`src/include/clk_ctrl_pkg.sv`:
```
/*
 package for the clock source, sleep and reset control block.
 assumes a single 20 MHz reference clock; all other rates are enables.
*/
package clk_ctrl_pkg;
  // reference clock and timing
  localparam int unsigned REF_CLK_HZ = 20000000;
  localparam int unsigned REF_PERIOD_NS = 50;
  // least reset pulse width, rounded up to whole cycles, at least one
  localparam int unsigned RESET_MIN_NS = 50;
  localparam int unsigned RESET_MIN_CYC_RAW = (RESET_MIN_NS + REF_PERIOD_NS - 1) / REF_PERIOD_NS;
  localparam int unsigned RESET_MIN_CYC = (RESET_MIN_CYC_RAW < 1) ? 1 : RESET_MIN_CYC_RAW;
  // internal rc oscillator rate, made as an enable from the reference
  localparam int unsigned RC_OSC_HZ = 1000000;
  localparam int unsigned RC_DIV = REF_CLK_HZ / RC_OSC_HZ;
  // fuse values and sizes
  localparam logic FUSE_RESET = 1'b1;  // unprogrammed: external oscillator
  localparam logic FUSE_PROGRAMMED = 1'b0;
  localparam int unsigned SYNC_STAGES = 2;
  localparam int unsigned PORT_WIDTH = 15;

  typedef enum logic [1:0] {
    ST_ACTIVE = 2'b00,
    ST_IDLE = 2'b01,
    ST_PWRDN = 2'b10
  } power_state_t;

  typedef enum logic [1:0] {
    SLEEP_NONE = 2'b00,
    SLEEP_IDLE = 2'b01,
    SLEEP_PWRDN = 2'b10
  } sleep_req_t;

  // fuse programming request from a programming interface
  typedef struct packed {
    logic par_mode;    // parallel programming mode active
    logic ser_mode;    // serial programming mode active
    logic wr_stb;      // write strobe
    logic wr_value;    // value to place in the fuse
  } fuse_prog_t;

  // clock enables handed to the rest of the chip
  typedef struct packed {
    logic cpu_en;
    logic periph_en;
    logic osc_run;
  } clk_en_t;
endpackage

```
`src/verilog/clk_rc_divider.sv`:
```
/*
 divider making the 1 MHz internal rc oscillator as a one-cycle enable.
 assumes the reference clock and a synchronous active-high reset.
*/
`timescale 1ns/10ps
module clk_rc_divider #(
  parameter int unsigned DIV = 20
) (
  input wire logic i_ref_clk,
  input wire logic i_srst,
  input wire logic i_run,
  output logic o_tick
);
  localparam int unsigned CW = (DIV > 1) ? $clog2(DIV) : 1;
  localparam logic [CW-1:0] LAST = CW'(DIV - 1);
  logic [CW-1:0] cnt_r;

  // free count while running, pulse on wrap
  always_ff @(posedge i_ref_clk) begin
    if (i_srst) begin
      cnt_r <= '0;
      o_tick <= 1'b0;
    end else if (!i_run) begin
      cnt_r <= '0;
      o_tick <= 1'b0;
    end else begin
      o_tick <= (cnt_r == LAST);
      cnt_r <= (cnt_r == LAST) ? '0 : cnt_r + 1'b1;
    end
  end
endmodule

```
`src/verilog/clock_source_sleep_reset.sv`:
```
/*
 clock source select, idle and power-down sleep, and reset handling.
 assumes all inputs synchronous to i_ref_clk; the pin reset is sampled
 on i_ref_clk and the crystal clock arrives as an enable pulse.
*/
// Behaviour
// - idle stops the cpu; registers, timer, watchdog, interrupts keep running.
// - power-down stops the oscillator; only external interrupt or reset wakes.
// - reset pin low at least 50 ns resets, even with no system clock.
// - while reset is active all port pins are released to high impedance.
// - internal rc oscillator at fixed 1 MHz can clock the processor.
// - fuse reading 0 picks rc oscillator, otherwise the crystal input.
// - fuse leaves the factory at 1, so the crystal is the default source.
// - only parallel programming can change the fuse; serial leaves it alone.
`timescale 1ns/10ps
module clock_source_sleep_reset #(
  parameter int unsigned PORTS = clk_ctrl_pkg::PORT_WIDTH,
  parameter int unsigned RC_DIVIDE = clk_ctrl_pkg::RC_DIV
) (
  input wire logic i_ref_clk,
  input wire logic i_srst,
  input wire logic i_reset_n,
  input wire logic i_xtal_tick,
  input wire clk_ctrl_pkg::sleep_req_t i_sleep_req,
  input wire logic i_ext_irq,
  input wire logic i_any_irq,
  input wire clk_ctrl_pkg::fuse_prog_t i_fuse_prog,
  input wire logic [PORTS-1:0] i_port_oe,
  output logic [PORTS-1:0] o_port_oe,
  output logic o_sys_rst,
  output logic o_sys_clk_en,
  output clk_ctrl_pkg::clk_en_t o_clk_en,
  output logic o_rc_clock_select_fuse,
  output clk_ctrl_pkg::power_state_t o_power_state
);
  import clk_ctrl_pkg::*;

  logic fuse_r;
  logic rc_tick;
  logic sel_tick;
  logic pin_low;
  logic [SYNC_STAGES-1:0] rel_sync_r;
  logic rst_hold_r;
  logic rst_int;
  power_state_t state_r;
  power_state_t state_nxt;
  logic osc_run;

  // the fuse is non-volatile: i_srst models power-on, factory value 1
  always_ff @(posedge i_ref_clk) begin
    if (i_srst) begin
      fuse_r <= FUSE_RESET;
    end else if (i_fuse_prog.par_mode && !i_fuse_prog.ser_mode && i_fuse_prog.wr_stb) begin
      fuse_r <= i_fuse_prog.wr_value;
    end
  end

  // oscillator runs unless frozen by power-down
  assign osc_run = (state_r != ST_PWRDN);

  clk_rc_divider #(
    .DIV(RC_DIVIDE)
  ) u_rc_div (
    .i_ref_clk(i_ref_clk),
    .i_srst(i_srst),
    .i_run(osc_run && (fuse_r == FUSE_PROGRAMMED)),
    .o_tick(rc_tick)
  );

  // clock multiplexer: programmed fuse picks the rc source
  assign sel_tick = osc_run &&
                    ((fuse_r == FUSE_PROGRAMMED) ? rc_tick : i_xtal_tick);

  // pin reset acts at once, without waiting for a system clock tick
  assign pin_low = !i_reset_n;
  assign rst_int = pin_low || rst_hold_r || i_srst;

  // release stretched until the third selected clock tick with pin high
  always_ff @(posedge i_ref_clk) begin
    if (i_srst || pin_low) begin
      rel_sync_r <= '0;
      rst_hold_r <= 1'b1;
    end else if (sel_tick) begin
      rel_sync_r <= {rel_sync_r[SYNC_STAGES-2:0], 1'b1};
      rst_hold_r <= !rel_sync_r[SYNC_STAGES-1];
    end
  end

  // sleep state: idle leaves on any interrupt, power-down only on external
  always_comb begin
    state_nxt = state_r;
    case (state_r)
      ST_ACTIVE: begin
        if (sel_tick && i_sleep_req == SLEEP_IDLE) begin
          state_nxt = ST_IDLE;
        end else if (sel_tick && i_sleep_req == SLEEP_PWRDN) begin
          state_nxt = ST_PWRDN;
        end
      end
      ST_IDLE: begin
        if (i_any_irq) begin
          state_nxt = ST_ACTIVE;
        end
      end
      ST_PWRDN: begin
        if (i_ext_irq) begin
          state_nxt = ST_ACTIVE;
        end
      end
      default: state_nxt = ST_ACTIVE;
    endcase
  end

  always_ff @(posedge i_ref_clk) begin
    if (rst_int) begin
      state_r <= ST_ACTIVE;
    end else begin
      state_r <= state_nxt;
    end
  end

  // enables: cpu only when active, peripherals also in idle
  always_ff @(posedge i_ref_clk) begin
    if (i_srst) begin
      o_clk_en <= '0;
      o_sys_clk_en <= 1'b0;
    end else begin
      o_sys_clk_en <= sel_tick;
      o_clk_en.osc_run <= osc_run;
      o_clk_en.cpu_en <= sel_tick && !rst_int && state_nxt == ST_ACTIVE;
      o_clk_en.periph_en <= sel_tick && state_nxt != ST_PWRDN;
    end
  end

  // reset output and port release; the pin clears enables in the same edge
  always_ff @(posedge i_ref_clk) begin
    if (rst_int) begin
      o_sys_rst <= 1'b1;
      o_port_oe <= '0;
    end else begin
      o_sys_rst <= 1'b0;
      o_port_oe <= i_port_oe;
    end
  end

  // fuse and state visible for the programmer and the core
  always_ff @(posedge i_ref_clk) begin
    if (i_srst) begin
      o_rc_clock_select_fuse <= FUSE_RESET;
      o_power_state <= ST_ACTIVE;
    end else begin
      o_rc_clock_select_fuse <= fuse_r;
      o_power_state <= state_r;
    end
  end
endmodule

```
`config.mk`:
```
export PLATFORM = sky130hd
export DESIGN_NAME = clock_source_sleep_reset
export DESIGN_NICKNAME = d
export VERILOG_FILES = /design/src/include/clk_ctrl_pkg.sv /design/src/verilog/clk_rc_divider.sv /design/src/verilog/clock_source_sleep_reset.sv
export SDC_FILE = /design/constraint.sdc
export NUM_CORES = 1
export LEC_CHECK = 0
export ABC_AREA = 1
export BUFFER_PORTS_ARGS = -buffer_cell sky130_fd_sc_hd__buf_2
export CORE_UTILIZATION = 25
export CTS_CLUSTER_DIAMETER = 50
export CTS_CLUSTER_SIZE = 10
export DETAILED_ROUTE_END_ITERATION = 10
export GPL_TIMING_DRIVEN = 0
export PLACE_DENSITY = 0.54
export SETUP_SLACK_MARGIN = 0.05
export SYNTH_ARGS = -nofsm -noshare
export SYNTH_HDL_FRONTEND = slang
export SYNTH_SLANG_ARGS = --single-unit
export TNS_END_PERCENT = 50
```
`constraint.sdc`:
```
create_clock -name i_ref_clk -period 3.2 [get_ports i_ref_clk]
set_input_delay 0.48 -clock i_ref_clk [delete_from_list [all_inputs] [get_ports i_ref_clk]]
set_output_delay 0.48 -clock i_ref_clk [all_outputs]
set_load 0.02 [all_outputs]
```
==> results.toml <==
[run_status]
outcome = "finished with violations"
violations = "DRC"

[logic_synthesis]
syn_nets = 166
synth_ff_type = "dfxtp_1"
yosys.area.top_type_share = 0.597
synth_warnings = 0
yosys-top-cells-count = "35 x dfxtp_1, 29 x inv_1, 27 x nor2_1"
yosys.cell_types.count = 19
synth_top_cell_by_area = "dfxtp_1"
synth.area.top_cells = "dfxtp_1 60%, inv_1 9.3%, nor2_1 8.6%"
ys_seq_elements = 35
yosysMostFrequentCell = "dfxtp_1"
syn_inst = 138
synth.avg_cell_area_sq_um = 8.50
syn_area_sq_mm = 0.00117
ys_seq_area_frac = 0.597
synthArstFlopShare = 0
synth_edf_count = 0

[setup_path]
cp_cell_sequence = "buf_2"
cp-end-kind = "output port"
rr_worst_depth = 4
r2r_end = "u_rc_div.cnt_r[2]"
timing.reg2reg.setup_slack_ns = 2.07
cp.depth = 1
critical_path.max_fanout = 1
crit_end = "o_clk_en[0]"
reg2reg_from = "u_rc_div.cnt_r[0]"
cp_slowest_cell = "dfxtp_1"
cp-start-kind = "flop"
required_ns = 2.72
crit_start = "o_clk_en[0]"
critPathBufInv = 1
crit_type = "flop to output port"
crit_arrival_ns = 0.76
slowest_delay_ns = 0.32
cpLargestDelayFamily = "flip-flops"

[sta]
whs_ns = 0.405
fmax_ghz = 0.809
setup_tns_ns = 0
clock_skew_ns = 0.0137
drv_slew = 0
tightest_slew_ns = 0.215
finalCriticalPeriod_ns = 1.24
timing.final.crit_share = 0.386
rsz0062_at_grt = "no"
setup_violations = 0
max-slew-margin-rel = 0.856
finalHoldViolCount = 0

[floorplanning]
die_w_um = 70.5
initial_core_util = 0.264
dieArea_sq_mm = 0.00497
die_y_um = 70.5
core_region_area_sq_mm = 0.00444
num_io_pins = 50
rows = 24

[finish]
fillers = 485
regArea_sq_um = 701
antenna_cells = 0
drive_above_1_share = 0.349
nNetsFinal = 222
multi_input_area_sq_um = 353
area_delta_synth_final_pct = 35.3

[clock_tree]
clockBufferDepth = 2
post_cts_resized = 0
cts_hold_buf = 0
post_cts_buffers = 0
cts_tree = "yes"
root_buffer = "clkbuf_8"
cts_sinks = 35
clk_latency_ns = 0.29
clk_pin_slew_worst_paths_ns = 0.07
numCtsBuffers = 5
htree_levels = 2

[detailed_routing]
routed_via_density = 4.00
dr.first_iter.drc_count = 44
num_vias = 987
drc = 6
detail-route-antenna-nets = 0
wl_mm = 2.25
drt-pass1-iter-count = 7
wire_per_inst_um = 9.09

[placed_design]
dp_hpwl_mm = 1.67
gp_congestion = 0.696
port_buffers = 49

[global_route]
grt_overflow = 0
grt.busiest_layer = "met2"
grtUsageTotal = 0.103
grt_pass1_wl_mm = 3.82
globalRouteMet3Util = 0.0447
global_route.usage.met2 = 0.177
grt_pass1_vias = 924
antenna_found_initial = 0
use_met1 = 0.106
grt_start_max_net_pins = 12

[pwr]
power_density_mw_per_mm2 = 538
p_leak_uw = 0.000848
ir_drop_v = 0.000232

[min_path]
hp-class = "input port to flop"

[run]
cap_violations = 0
==> per-layer routing <==
layer	routed length, um	vias to the layer above
li1	-	528
met1	1040	423
met2	1010	32
met3	159	4
met4	32	0
met5	0	-
==> where the power goes <==
part / total [uW] / internal [uW] / switching, uW
registers: 446 / 443 / 2.85
clock network: 355 / 196 / 159
logic: 53.2 / 23.1 / 30.0
total: 853 / 662 / 192
==> how the worst min path moves through the flow <==
stage / start / endpoint / cells past startpoint
finish: i_port_oe[4] / o_port_oe[4] / 3
detailed placement: rel_sync_r[1] / rst_hold_r / 1
floorplan: rel_sync_r[1] / rst_hold_r / 1
global route: i_port_oe[6] / o_port_oe[6] / 3
CTS: i_port_oe[4] / o_port_oe[4] / 3
global placement: rel_sync_r[1] / rst_hold_r / 1
==> per-stage QoR <==
stage	setup WS, ns	power (uW)	cells	util	instance area [sq um]
finish	1.96	853	247	0.357	1590
global route	1.92	894	247	0.357	1590
CTS	1.94	867	247	0.357	1590
detailed placement	1.92	510	239	0.334	1480
global placement	1.93	509	239	0.334	1480
floorplan	2.14	484	138	-	1170
==> sequential cells by signal (all words and copies together), names as in the netlist <==
signal and cells:
fuse_r 1, o_clk_en 3, o_port_oe 15, o_power_state 2, o_rc_clock_select_fuse 1, o_sys_clk_en 1, o_sys_rst 1, rel_sync_r 2
rst_hold_r 1, state_r 2, u_rc_div.cnt_r 5, u_rc_div.o_tick 1
==> layout make-up <==
cell class	instances	area share
well taps	52	0.0410
clock inverters	1	0.00473
inverters	30	0.0709
flip-flops and latches	35	0.441
plain buffers	1	0.00473
multi-input cells	72	0.222
clock buffers	7	0.0607
repair buffers	49	0.154
==> logic make-up after synthesis <==
group                    count (synthesis)  synth area share
AND/OR/NAND/NOR                         62             0.252
AO/OA/AOI/OAI                            9            0.0384
buffers and inverters                   31             0.102
flip-flops                              35             0.597
adder cells (fa/ha/maj)                  1            0.0107
==> cell usage in the layout (no fill, tap or decap), drive strengths merged <==
master,count
clkbuf,7
nor2,30
nand4,6
nor3,1
inv,30
a21oi,7
or2,3
nand2,15
o21ai,2
nor3b,1
clkinvlp,1
ha,1
nand3,5
nand3b,1
buf,50
dfxtp,35
Power figures use the tool's default switching activity.
